**src/verilog/fetch_seq_pkg.sv**
```systemverilog
package fetch_seq_pkg;

  // ****************************************************************
  // Widths and constants
  // ****************************************************************
  localparam int unsigned WORD_W     = 16;
  localparam int unsigned UADDR_W    = 8;
  localparam int unsigned MODE_W     = 3;
  localparam int unsigned REGSEL_W   = 3;
  localparam logic [WORD_W-1:0]  PC_STEP      = 16'h0002;
  localparam logic [WORD_W-1:0]  WORD_RESET   = 16'h0000;
  localparam logic [MODE_W-1:0]  MODE_IDX     = 3'h6;
  localparam logic [MODE_W-1:0]  MODE_IDX_DEF = 3'h7;
  localparam logic [UADDR_W-1:0] BREAK_UADDR  = 8'h58;
  localparam int unsigned        CONSOLE_BIT  = 5;
  localparam logic [UADDR_W-1:0] UADDR_RESET  = 8'h00;
  // Instruction fields: source mode, source reg, dest mode, dest reg.
  localparam int unsigned SRC_MODE_LSB = 9;
  localparam int unsigned SRC_REG_LSB  = 6;
  localparam int unsigned DST_MODE_LSB = 3;
  localparam int unsigned DST_REG_LSB  = 0;

  // ****************************************************************
  // Types
  // ****************************************************************
  typedef enum logic [2:0] {
    ST_IDLE,
    ST_FETCH_START,
    ST_FETCH_COMPLETE,
    ST_DECODE,
    ST_AFTER_DECODE,
    ST_EXECUTE,
    ST_BREAK
  } seq_state_t;

  // Bus request toward external storage.
  typedef struct packed {
    logic              read;
    logic              bus_end_op;
    logic [WORD_W-1:0] addr;
  } bus_req_t;

  // Bus answer from external storage.
  typedef struct packed {
    logic              done;
    logic [WORD_W-1:0] data;
  } bus_rsp_t;

endpackage

```
**src/verilog/instruction_fetch_sequencer.sv**
```systemverilog
`timescale 1ns/1ns
// Overview of operation
// [RULE_01] Fetch takes complete state then decode state.
// [RULE_02] Overlapped fetch completes the read started earlier.
// [RULE_03] Fetched word loads instruction and buffer registers.
// [RULE_04] Program counter advances by two during completion.
// [RULE_05] No earlier read inserts a fetch start state.
// [RULE_06] Fetch start tests pending asynchronous work.
// [RULE_07] Pending work branches to the break state.
// [RULE_08] Overlapped read start does the same test.
// [RULE_09] Decode starts read of the following word.
// [RULE_10] Following read kept for modes six, seven, simple.
// [RULE_11] Otherwise next state aborts with bus end.
// [RULE_12] Next state loads source and destination work registers.
// [RULE_13] Break address modified: console flag sets bit five.
module instruction_fetch_sequencer
  import fetch_seq_pkg::*;
(
  input  wire logic                clk_i,
  input  wire logic                sys_rst_i,
  input  wire logic                ce_i,
  input  wire logic                start_i,
  input  wire logic                pending_req_i,
  input  wire logic                console_flag_i,
  input  wire logic                no_transfer_instr_i,
  input  wire logic                exec_done_i,
  input  wire logic                overlap_i,
  input  wire logic [WORD_W-1:0]   gpr_src_i,
  input  wire logic [WORD_W-1:0]   gpr_dst_i,
  input  wire bus_rsp_t            bus_rsp_i,
  output bus_req_t                 bus_req_o,
  output logic [WORD_W-1:0]        instruction_reg_o,
  output logic [WORD_W-1:0]        bus_buffer_reg_o,
  output logic [WORD_W-1:0]        pc_o,
  output logic [WORD_W-1:0]        source_work_reg_o,
  output logic [WORD_W-1:0]        dest_work_reg_o,
  output logic [REGSEL_W-1:0]      src_sel_o,
  output logic [REGSEL_W-1:0]      dst_sel_o,
  output logic [UADDR_W-1:0]       uaddr_o,
  output logic [2:0]               state_o,
  output logic                     break_o
);

  // ****************************************************************
  // Helpers
  // ****************************************************************

  // Modes that consume the word after the instruction.
  function automatic logic uses_next_word(input logic [MODE_W-1:0] m);
    uses_next_word = (m == MODE_IDX) || (m == MODE_IDX_DEF);
  endfunction

  function automatic logic [MODE_W-1:0] mode_of(input logic [WORD_W-1:0] w,
                                                input int unsigned lsb);
    mode_of = w[lsb +: MODE_W];
  endfunction

  seq_state_t        state;
  seq_state_t        next_state;
  logic              read_open;
  logic              keep_spec;
  logic              exec_overlap;

  // Speculative read survives if either operand uses modes 6 or 7.
  assign keep_spec = uses_next_word(mode_of(instruction_reg_o, SRC_MODE_LSB))
                   | uses_next_word(mode_of(instruction_reg_o, DST_MODE_LSB))
                   | no_transfer_instr_i; // RULE_10

  // An overlapped exit is taken only when the read start is not blocked.
  assign exec_overlap = overlap_i & ~pending_req_i; // RULE_08

  // ****************************************************************
  // Next state
  // ****************************************************************

  // Successor selection, including the pending-work branches.
  always_comb begin
    next_state = state;
    case (state)
      ST_IDLE: begin
        if (start_i) begin
          next_state = ST_FETCH_START;
        end
      end
      ST_FETCH_START: begin
        if (pending_req_i) begin
          next_state = ST_BREAK; // RULE_06 RULE_07
        end else begin
          next_state = ST_FETCH_COMPLETE; // RULE_05
        end
      end
      ST_FETCH_COMPLETE: begin
        if (bus_rsp_i.done) begin
          next_state = ST_DECODE; // RULE_01
        end
      end
      ST_DECODE: begin
        next_state = ST_AFTER_DECODE;
      end
      ST_AFTER_DECODE: begin
        next_state = ST_EXECUTE;
      end
      ST_EXECUTE: begin
        if (exec_done_i) begin
          if (pending_req_i && overlap_i) begin
            next_state = ST_BREAK; // RULE_08
          end else if (exec_overlap) begin
            next_state = ST_FETCH_COMPLETE; // RULE_02
          end else begin
            next_state = ST_FETCH_START; // RULE_05
          end
        end
      end
      ST_BREAK: begin
        next_state = ST_FETCH_START;
      end
      default: begin
        next_state = ST_IDLE;
      end
    endcase
  end

  // State register; the clock enable freezes all sequencing.
  always_ff @(posedge clk_i) begin
    if (sys_rst_i) begin
      state <= ST_IDLE;
    end else if (ce_i) begin
      state <= next_state;
    end
  end

  // ****************************************************************
  // Bus requests
  // ****************************************************************

  // The read strobe is held while a read is open; the bus end pulse
  // drops it, so storage must treat an abort as ending the cycle.
  always_ff @(posedge clk_i) begin
    if (sys_rst_i) begin
      bus_req_o <= '0;
      read_open <= 1'b0;
    end else if (ce_i) begin
      bus_req_o.bus_end_op <= 1'b0;
      if (state == ST_FETCH_START && !pending_req_i) begin
        bus_req_o.read <= 1'b1; // RULE_05
        bus_req_o.addr <= pc_o;
        read_open      <= 1'b1;
      end else if (state == ST_EXECUTE && exec_done_i && exec_overlap) begin
        bus_req_o.read <= 1'b1; // RULE_08
        bus_req_o.addr <= pc_o;
        read_open      <= 1'b1;
      end else if (state == ST_FETCH_COMPLETE && bus_rsp_i.done) begin
        bus_req_o.read <= 1'b0;
        read_open      <= 1'b0;
      end else if (state == ST_DECODE) begin
        bus_req_o.read <= 1'b1; // RULE_09
        bus_req_o.addr <= pc_o;
        read_open      <= 1'b1;
      end else if (state == ST_AFTER_DECODE && !keep_spec && read_open) begin
        bus_req_o.read       <= 1'b0;
        bus_req_o.bus_end_op <= 1'b1; // RULE_11
        read_open            <= 1'b0;
      end else if (state == ST_EXECUTE && bus_rsp_i.done) begin
        bus_req_o.read <= 1'b0;
        read_open      <= 1'b0;
      end
    end
  end

  // ****************************************************************
  // Data registers
  // ****************************************************************

  // Completion loads both registers and steps the program counter.
  always_ff @(posedge clk_i) begin
    if (sys_rst_i) begin
      instruction_reg_o <= WORD_RESET;
      bus_buffer_reg_o  <= WORD_RESET;
      pc_o              <= WORD_RESET;
    end else if (ce_i) begin
      if (state == ST_FETCH_COMPLETE && bus_rsp_i.done) begin
        instruction_reg_o <= bus_rsp_i.data; // RULE_03
        bus_buffer_reg_o  <= bus_rsp_i.data; // RULE_03
        pc_o              <= pc_o + PC_STEP; // RULE_04
      end
    end
  end

  // Work registers load from the selected general registers.
  always_ff @(posedge clk_i) begin
    if (sys_rst_i) begin
      source_work_reg_o <= WORD_RESET;
      dest_work_reg_o   <= WORD_RESET;
    end else if (ce_i && state == ST_AFTER_DECODE) begin
      source_work_reg_o <= gpr_src_i; // RULE_12
      dest_work_reg_o   <= gpr_dst_i; // RULE_12
    end
  end

  // Register selects are decoded straight from the instruction.
  assign src_sel_o = instruction_reg_o[SRC_REG_LSB +: REGSEL_W];
  assign dst_sel_o = instruction_reg_o[DST_REG_LSB +: REGSEL_W];

  // ****************************************************************
  // Break microword address
  // ****************************************************************

  // A set console flag modifies bit 5 of the stored break address.
  always_ff @(posedge clk_i) begin
    if (sys_rst_i) begin
      uaddr_o <= UADDR_RESET;
      break_o <= 1'b0;
    end else if (ce_i) begin
      break_o <= (state == ST_BREAK);
      if (state == ST_BREAK) begin
        uaddr_o <= BREAK_UADDR;
        uaddr_o[CONSOLE_BIT] <= console_flag_i; // RULE_13
      end
    end
  end

  assign state_o = state;

endmodule

```
**config.mk**
```make
export PLATFORM = sky130hd
export DESIGN_NAME = instruction_fetch_sequencer
export DESIGN_NICKNAME = d
export VERILOG_FILES = /design/src/verilog/fetch_seq_pkg.sv /design/src/verilog/instruction_fetch_sequencer.sv
export SDC_FILE = /design/constraint.sdc
export NUM_CORES = 1
export LEC_CHECK = 0
export ABC_AREA = 1
export BUFFER_PORTS_ARGS = -buffer_cell sky130_fd_sc_hd__buf_4
export CAP_MARGIN = 20
export CORE_AREA = 2 2 98 100
export CTS_CLUSTER_SIZE = 40
export DETAILED_ROUTE_END_ITERATION = 8
export DIE_AREA = 0 0 100 102
export PLACE_DENSITY_LB_ADDON = 0.2
export SKIP_LAST_GASP = 1
export SLEW_MARGIN = 30
export SYNTH_ARGS = -nofsm -noshare
export SYNTH_HDL_FRONTEND = slang
export SYNTH_SLANG_ARGS = --single-unit
```
**constraint.sdc**
```tcl
create_clock -name clk_i -period 1.7 [get_ports clk_i]
set_input_delay 0.085 -clock clk_i [delete_from_list [all_inputs] [get_ports clk_i]]
set_output_delay 0.085 -clock clk_i [all_outputs]
set_load 0.1 [all_outputs]
```
==> qor.yml, run 1 <==
dp.cells: 731
die_area_um2: 10200
wl_per_cell_um: 13.6
min_to: "bus_buffer_reg_o[5]"
stdcell_count: 795
start_util_pct: 41.9
grt_max_degree: 45
fmax_mhz: 645
finClkSkew_ns: 0.0132
hold_viol: 0
r2r_cells: 8
syn_area_per_cell_um2: 7.72
dp_hpwl_um: 7200
cts_inserted_buffers: 9
track_usage_pct: 21.1
cts-resized-gates: 0
power_frac_seq_pct: 44.1
core_area_um2: 9110
die_y_um: 102
crit_arrival_ns: 1.79
switching_share_pct: 30.0
combPwrFrac_pct: 20.6
clkPwrFrac_pct: 35.3
intPower_w: 0.00333
setup_slack_ns: 0.151
post-place-ws_ns: 0.198
rsz0062_at_grt: "no"
tightest_slew_ns: 0.533
rr_endpoint: "pc_o[5]"
drt_iter0_drc: 138
syn_to_final_growth_pct: 49.2
path_buf_inv: 2
drive_gt1_share_pct: 35.4
power.density_nw_per_um2: 835
vias_per_cell: 4.87
end_kind: "flip-flop"
leakage_nw: 2.53
die_x_um: 100
synthFlopType: "dfxtp_1"
hold-worst-slack_ns: 0.0106
vias: 3873
drt.antenna.violating_nets: 0
ys_warn_count: 0
synth-edff-count: 0
ys_async_sr_fraction_pct: 0
rows: 35
hp-class: "primary input to flip-flop"
clock_sinks: 86
place.gp.congestion: 0.904
grt_pass1_wl_um: 17300
synth.top_cells.by_count: "dfxtp_1, nand2_1, nor2_1, a21oi_1, o21ai_0"
tns_ns: 0
status: "finished clean"
fin_crit_sh_pct: 91.1
path_class: "flip-flop to flip-flop"
cp.required_ns: 1.94
grt_antenna_before_repair: 0
path_max_fanout: 8
ys_seq_area_share_pct: 45.1
synth_top_area_cell: "dfxtp_1"
synth_area_leaders: "dfxtp_1, nand2_1, nor2_1"
grt_overflow: 0
start_kind: "flip-flop"
slowest_delay_ns: 0.38
wl_um: 10800
setup_viol: 0
synthCells: 494
drc_errors: 0
synth_top_area_share_pct: 45.1
place.port_buffers: 167
postCtsSetupRepairBufs: 0
r2r_slack_ns: 0.15
timing.rr.start: "state_o[0]"
final_nets: 738
power.switching_w: 0.00143
synth-seq-cells: 86
diodes: 0
path_clk_slew_ns: 0.09
vdd.ir_drop.worst_mv: 0.524
cts.htree.levels: 3
cts_buffer_depth: 2
fin_crit_ns: 1.55
cts_root_buf: "clkbuf_8"
drv_slew: 0
cts_tree: "done"
grt_pass1_vias: 3677
ys_types: 32
slowest_stage: "dfxtp_4"
path_cells: "inv_2 -> nand2_1 -> nor2_2 -> nand3_4 -> inv_2 -> nand2_1 -> o21ai_1 -> a21oi_1"
dr.pass1.iters: 4
syn_area_um2: 3810
pin_count: 174
crit_family: "simple AND/OR/NAND/NOR gates"
maxCapViolations: 0
slew-limit-headroom_pct: 64.5
min_from: "bus_rsp_i[5]"
yosysMostFrequentCell: "dfxtp_1"
whs_path_depth: 3
insertion_delay_ns: 0.35
-- kinds of logic after synthesis --
group	count (synthesis)	share of synthesized area, %
AOI/OAI and AO/OA	116	16.8
xor gates and xnor gates	2	0.459
adders and majority gates	1	0.328
buffers and inverters	83	12.8
DFF	86	45.1
other	1	0.0983
and+or+nand+nor	205	24.3
-- per-layer routing --
metal,up-vias,track usage (%),part of all wire [%]
li1,1934,-,-
met1,1750,25.1,42
met2,178,36.9,48
met3,11,6.84,8.9
met4,0,5.37,1.0
met5,-,0,0
-- cell type report --
class / count / area (um^2)
Clock buffer: 11 / 131
Clock inverter: 5 / 97.6
Fill cell: 782 / 3420
Inverter: 28 / 105
Multi-Input combinational cell: 330 / 1620
Sequential cell: 86 / 1760
Tap cell: 111 / 139
Timing Repair Buffer: 224 / 1840
-- repair_timing --
action,4_1_cts,5_1_grt
endpoints found under the hold margin,48,0
setup endpoints to repair,0,0
hold buffers,48,0
-- state kept, by name, summed over array words and instances (netlist names) --
signal / cells
dest_work_reg_o: 16
source_work_reg_o: 16
pc_o: 15
state_o: 3
bus_buffer_reg_o: 16
bus_req_o: 16
read_open: 1
break_o: 1
uaddr_o: 2
-- worst max path at each step --
stage / end / startpoint / slack, ns / depth (start not counted)
after detailed placement: pc_o[5] / state_o[0] / 0.20 / 8
after floorplan: pc_o[14] / pc_o[3] / 0.03 / 7
after global placement: pc_o[14] / state_o[0] / 0.27 / 8
after CTS: pc_o[5] / state_o[0] / 0.17 / 8
final: pc_o[5] / state_o[0] / 0.15 / 8
after global routing: pc_o[5] / state_o[0] / 0.002 / 8
-- metrics by stage --
step	utilization [%]	area [um^2]	power (W)
finish	62.5	5690	0.00475
CTS	62.5	5690	0.00478
global placement	54.7	4980	0.00302
global route	62.5	5690	0.00493
detailed placement	54.7	4980	0.00303
floorplan	-	3870	0.00281
-- layout by cell type, fill, tap and decap left out, types with 3 or more instances in the layout --
| cell | netlist | final |
|---|---|---|
| o21ai_1 | 5 | 5 |
| dfxtp_4 | 0 | 5 |
| conb_1 | 1 | 6 |
| nor3_1 | 10 | 10 |
| inv_2 | 4 | 4 |
| o21ai_0 | 37 | 37 |
| buf_12 | 1 | 3 |
| clkbuf_8 | 0 | 9 |
| buf_4 | 33 | 173 |
| nor3_2 | 12 | 12 |
| nand3_1 | 9 | 9 |
| nor2_2 | 6 | 6 |
| dfxtp_2 | 0 | 12 |
| nand2_1 | 82 | 82 |
| bufinv_16 | 0 | 3 |
| a21oi_1 | 58 | 58 |
| inv_1 | 24 | 24 |
| nor2_1 | 80 | 80 |
| dlygate4sd3_1 | 0 | 48 |
| dfxtp_1 | 86 | 69 |
| a21oi_2 | 10 | 10 |
-- worst min-delay path: stages --
cell and delay (ns):
buf_4 0.11, nand2_1 0.07, a21oi_1 0.06
-- power by group through the flow --
stage / logic, W / clock network [W] / registers [W]
4_1_cts: 0.000974 / 0.00171 / 0.00210
2_1_floorplan: 0.000323 / 0 / 0.00248
3_5_place_dp: 0.000885 / 0 / 0.00214
6_report: 0.000977 / 0.00168 / 0.00210
5_1_grt: 0.00103 / 0.00180 / 0.00210
3_3_place_gp: 0.000878 / 0 / 0.00214
No activity file was read; power rests on OpenSTA's default activity.
==> inputs of run 2 (changes only) <==
--- a/config.mk
+++ b/config.mk
@@ -14,3 +14,3 @@
 export DIE_AREA = 0 0 100 102
-export PLACE_DENSITY_LB_ADDON = 0.2
+export PLACE_DENSITY = 0.73
 export SKIP_LAST_GASP = 1
==> constraint.sdc (replaced) <==
create_clock -name clk_i -period 1.7 [get_ports clk_i]
set_input_delay 0.17 -clock clk_i [delete_from_list [all_inputs] [get_ports clk_i]]
set_output_delay 0.17 -clock clk_i [all_outputs]
set_load 0.1 [all_outputs]
==> qor.yml, run 2 (same netlist as run 1, synthesis figures left out) <==
grt_overflow: 0  # unchanged
hp-class: "primary input to flip-flop"  # unchanged
crit_arrival_ns: 1.79  # about the same
fmax_mhz: 649  # was 645 MHz
drt_iter0_drc: 134  # was 138
maxCapViolations: 0  # unchanged
cts.htree.levels: 3  # unchanged
wl_per_cell_um: 13.6  # about the same
status: "finished clean"  # unchanged
drive_gt1_share_pct: 39.1  # was 35.4%
grt_antenna_before_repair: 0  # unchanged
power.density_nw_per_um2: 834  # was 835 nW/um^2
dpl-instance-area_um2: 4960  # was 4980 um^2
final_nets: 694  # was 738
final_common_cell: "buf_4"  # unchanged
crit_path_end: "pc_o[11]"  # was pc_o[5]
tns_ns: 0  # unchanged
r2r_slack_ns: 0.16  # was 0.15 ns
timing.rr.start: "state_o[0]"  # unchanged
start_util_pct: 41.9  # unchanged
cp.required_ns: 1.95  # was 1.94 ns
vdd.ir_drop.worst_mv: 0.503  # was 0.524 mV
die_x_um: 100  # unchanged
diodes: 0  # unchanged
r2r_cells: 8  # unchanged
finClkSkew_ns: 0.0122  # was 0.0132 ns
fin_crit_sh_pct: 90.6  # was 91.1%
dr.pass1.iters: 4  # unchanged
final_area_um2: 5170  # was 5690 um^2
place.gp.congestion: 0.909  # was 0.904
hold-worst-slack_ns: 0.0283  # was 0.0106 ns
fin_crit_ns: 1.54  # was 1.55 ns
syn_to_final_growth_pct: 35.5  # was 49.2%
track_usage_pct: 19.8  # was 21.1%
start_kind: "flip-flop"  # unchanged
setup_viol: 0  # unchanged
wl_um: 10200  # was 10800 um
setup.worst_path.start: "state_o[0]"  # unchanged
rr_endpoint: "pc_o[11]"  # was pc_o[5]
vias_per_cell: 4.92  # was 4.87
grt_pass1_wl_um: 16300  # was 17300 um
cts_buffer_depth: 2  # unchanged
hold_viol: 0  # unchanged
die_area_um2: 10200  # unchanged
grt_pass1_vias: 3524  # was 3677
cts_tree: "done"  # unchanged
drv_slew: 0  # unchanged
path_clk_slew_ns: 0.09  # about the same
clock_sinks: 86  # unchanged
path_max_fanout: 10  # was 8
min_from: "gpr_dst_i[11]"  # was bus_rsp_i[5]
path_class: "flip-flop to flip-flop"  # unchanged
place.port_buffers: 167  # unchanged
core_area_um2: 9110  # unchanged
insertion_delay_ns: 0.36  # was 0.35 ns
pin_count: 174  # unchanged
grt_max_degree: 33  # was 45
die_y_um: 102  # unchanged
power_w: 0.00431  # was 0.00475 W
cts_root_buf: "clkbuf_8"  # unchanged
drc_errors: 0  # unchanged
mostFrequentLayoutCells: "buf_4, nand2_1, nor2_1, dfxtp_1, a21oi_1"  # unchanged
end_kind: "flip-flop"  # unchanged
cts_inserted_buffers: 9  # unchanged
leakage_nw: 2.32  # was 2.53 nW
rows: 35  # unchanged
drt.antenna.violating_nets: 0  # unchanged
fin_util_pct: 56.7  # was 62.5%
vias: 3694  # was 3873
dp_hpwl_um: 7610  # was 7200 um
[run 2: cell types whose count changed in the layout (fill, tap and decap cells not counted), moves of 2 or more]
cell and delta:
dlygate4sd3_1 -48, inv_4 +2, clkbuf_1 -2, clkinvlp_4 +2, buf_12 -2, bufinv_16 -3, clkinv_1 -2, buf_4 +4
[run 2: final cells by class]
type	instances	area [um^2]
fill	830	3940
sequential	86	1760
clock inverter	7	55.1
inverter	28	108
multi-input combinational	330	1620
clock buffer	9	124
timing repair buffer	180	1370
tap	111	139
[run 2: repair_timing]
action,4_1_cts,5_1_grt
gates resized for setup,0,2
setup buffers,0,3
hold buffers,0,0
endpoints found under the setup margin,0,13
[run 2: where the power goes]
| part | switching (W) | internal, W | total (W) |
|---|---|---|---|
| registers | 0.0000381 | 0.00206 | 0.00210 |
| clock network | 0.000785 | 0.000547 | 0.00133 |
| logic | 0.000655 | 0.000226 | 0.000881 |
[run 2: worst min path at each step]
stage | endpoint | slack, ns | cells after the start
3_5_place_dp | source_work_reg_o[13] | 0.40 | 3
3_3_place_gp | source_work_reg_o[9] | 0.39 | 3
2_1_floorplan | dest_work_reg_o[15] | 0.30 | 2
4_1_cts | dest_work_reg_o[11] | 0.02 | 3
6_report | dest_work_reg_o[11] | 0.03 | 3
5_1_grt | source_work_reg_o[10] | 0.03 | 3
[run 2: routing by layer]
layer / vias up / share of wire (%) / wire (um) / GRT usage (%)
met5: - / 0 / 0 / 0
met4: 0 / 1.5 / 155 / 8.32
met1: 1674 / 40 / 4130 / 22.2
met3: 14 / 9.4 / 955 / 6.09
li1: 1850 / - / - / -
met2: 156 / 49 / 4970 / 35.1
[run 2: worst max-delay path, stage by stage (launching register included)]
cell	delay (ns)
dfxtp_4	0.38
inv_2	0.07
nand2_1	0.09
nor2_2	0.21
nand3_4	0.20
nor2_2	0.20
nand2_1	0.10
o21ai_1	0.13
a21oi_1	0.05
[run 2: through the flow]
stage / instances / setup slack (ns)
after global placement: 732 / 0.215
after CTS: 748 / 0.129
after detailed placement: 732 / 0.131
after floorplan: 499 / 0.0285
after global routing: 751 / -0.0293
final: 751 / 0.160
==> inputs of run 3 (changes only) <==
- CORE_AREA: 2 2 98 100 -> 2 2 93 104
- DIE_AREA: 0 0 100 102 -> 0 0 95 106
==> qor.yml, run 3 (same netlist as run 1, synthesis figures left out) <==
cp.required_ns: 1.94  # was 1.95 ns
power.density_nw_per_um2: 848  # was 834 nW/um^2
slowest_stage: "dfxtp_4"  # unchanged
drive_gt1_share_pct: 38.6  # was 39.1%
syn_to_final_growth_pct: 35.4  # was 35.5%
clock_sinks: 86  # unchanged
leakage_nw: 2.31  # was 2.32 nW
drc_errors: 0  # unchanged
die_x_um: 95  # was 100 um
hold_viol: 0  # unchanged
final_nets: 691  # was 694
die_y_um: 106  # was 102 um
hp-class: "primary input to flip-flop"  # unchanged
vias_per_cell: 4.89  # was 4.92
maxCapViolations: 0  # unchanged
diodes: 0  # unchanged
core_area_um2: 9120  # was 9110 um^2
pin_count: 174  # unchanged
grt_pass1_vias: 3455  # was 3524
dpl-instance-area_um2: 4970  # was 4960 um^2
hold-worst-slack_ns: 0.0308  # was 0.0283 ns
path_class: "flip-flop to flip-flop"  # unchanged
postCtsSetupRepairBufs: 0  # unchanged
start_util_pct: 41.8  # was 41.9%
grt_max_degree: 33  # unchanged
track_usage_pct: 19.7  # was 19.8%
cts_hold_buf: 0  # unchanged
path_clk_slew_ns: 0.09  # about the same
setup_viol: 0  # unchanged
fmax_mhz: 652  # was 649 MHz
cts_tree: "done"  # unchanged
mostFrequentLayoutCells: "buf_4, nand2_1, nor2_1, dfxtp_1, a21oi_1"  # unchanged
cts_buffer_depth: 2  # unchanged
wl_per_cell_um: 13.2  # was 13.6 um
fin_crit_ns: 1.53  # was 1.54 ns
status: "finished clean"  # unchanged
place.gp.congestion: 0.949  # was 0.909
grt_pass1_wl_um: 15900  # was 16300 um
cts-resized-gates: 0  # unchanged
end_kind: "flip-flop"  # unchanged
dr.pass1.iters: 4  # unchanged
drv_slew: 0  # unchanged
insertion_delay_ns: 0.35  # was 0.36 ns
crit_family: "simple AND/OR/NAND/NOR gates"  # unchanged
place.port_buffers: 167  # unchanged
grt_antenna_before_repair: 0  # unchanged
grt_overflow: 0  # unchanged
finClkSkew_ns: 0.0123  # was 0.0122 ns
path_cells: "inv_2 -> nand2_1 -> nor2_2 -> nand3_4 -> inv_2 -> nand2_1 -> o21ai_1 -> a21oi_1"  # was inv_2 -> nand2_1 -> nor2_2 -> nand3_4 -> nor2_2 -> nand2_1 -> o21ai_1 -> a21oi_1
final_common_cell: "buf_4"  # unchanged
setup_slack_ns: 0.167  # was 0.160 ns
crit_arrival_ns: 1.78  # was 1.79 ns
vias: 3690  # was 3694
rows: 37  # was 35
rsz0062_at_grt: "no"
die_area_um2: 10100  # was 10200 um^2
slowest_delay_ns: 0.38  # about the same
power_w: 0.00438  # was 0.00431 W
cts_inserted_buffers: 9  # unchanged
cts.htree.levels: 3  # unchanged
fillCellCount: 834  # was 830
tns_ns: 0  # unchanged
drt_iter0_drc: 123  # was 134
fin_crit_sh_pct: 90.2  # was 90.6%
final_area_um2: 5160  # was 5170 um^2
path_buf_inv: 2  # was 1
post-place-ws_ns: 0.171  # was 0.131 ns
wl_um: 9980  # was 10200 um
dp_hpwl_um: 7350  # was 7610 um
drt.antenna.violating_nets: 0  # unchanged
vdd.ir_drop.worst_mv: 0.507  # was 0.503 mV
cts_root_buf: "clkbuf_8"  # unchanged
path_max_fanout: 8  # was 10
start_kind: "flip-flop"  # unchanged
-- run 3: cell count changes in the layout (fill, tap and decap cells not counted), sizes merged --
cell,delta
inv,-3
buf,-2
clkbuf,+2
-- run 3: layer usage --
layer	GRT usage, %	wire [um]	share of wire (%)
met1	23.0	4100	41
met2	33.7	4740	48
met3	6.09	1000	10
met4	7.45	133	1.3
met5	0	0	0
-- run 3: report_power, final --
group	leakage, nW	internal, W	switching [W]
logic	1.51	0.000224	0.000655
registers	0.705	0.00206	0.0000364
clock network	0.0937	0.000661	0.000742
-- run 3: cell type report --
cell class,count,area (um^2),area share (%)
Clock inverter,4,28.8,0.557
Clock buffer,12,166,3.22
Multi-Input combinational cell,330,1620,31.4
Sequential cell,86,1760,34.0
Timing Repair Buffer,177,1340,26.0
Inverter,28,105,2.03
Tap cell,117,146,2.83
-- run 3: worst paths after layout --
check                             startpoint                   end  slack, ns  cells after the start
worst max register to register    state_o[0]               pc_o[5]       0.17                      8
worst min-delay path            gpr_src_i[9]  source_work_reg_o[9]       0.03                      3
worst min register to register       break_o               break_o       0.48                      2
worst max-delay path              state_o[0]               pc_o[5]       0.17                      8
-- run 3: per-stage QoR --
stage                     util [%]  std cells
after floorplan                  -        499
after global placement        54.5        738
after detailed placement      54.5        738
after CTS                     56.6        754
after global routing          56.6        754
final                         56.6        754
-- run 3: worst reg2reg max path, delay by kind of cell, from the launching register on --
kind | cells | cell delay, ns
AOI/OAI and AO/OA | 2 | 0.27
DFF | 1 | 0.38
and+or+nand+nor | 4 | 0.54
buffers and inverters | 2 | 0.25
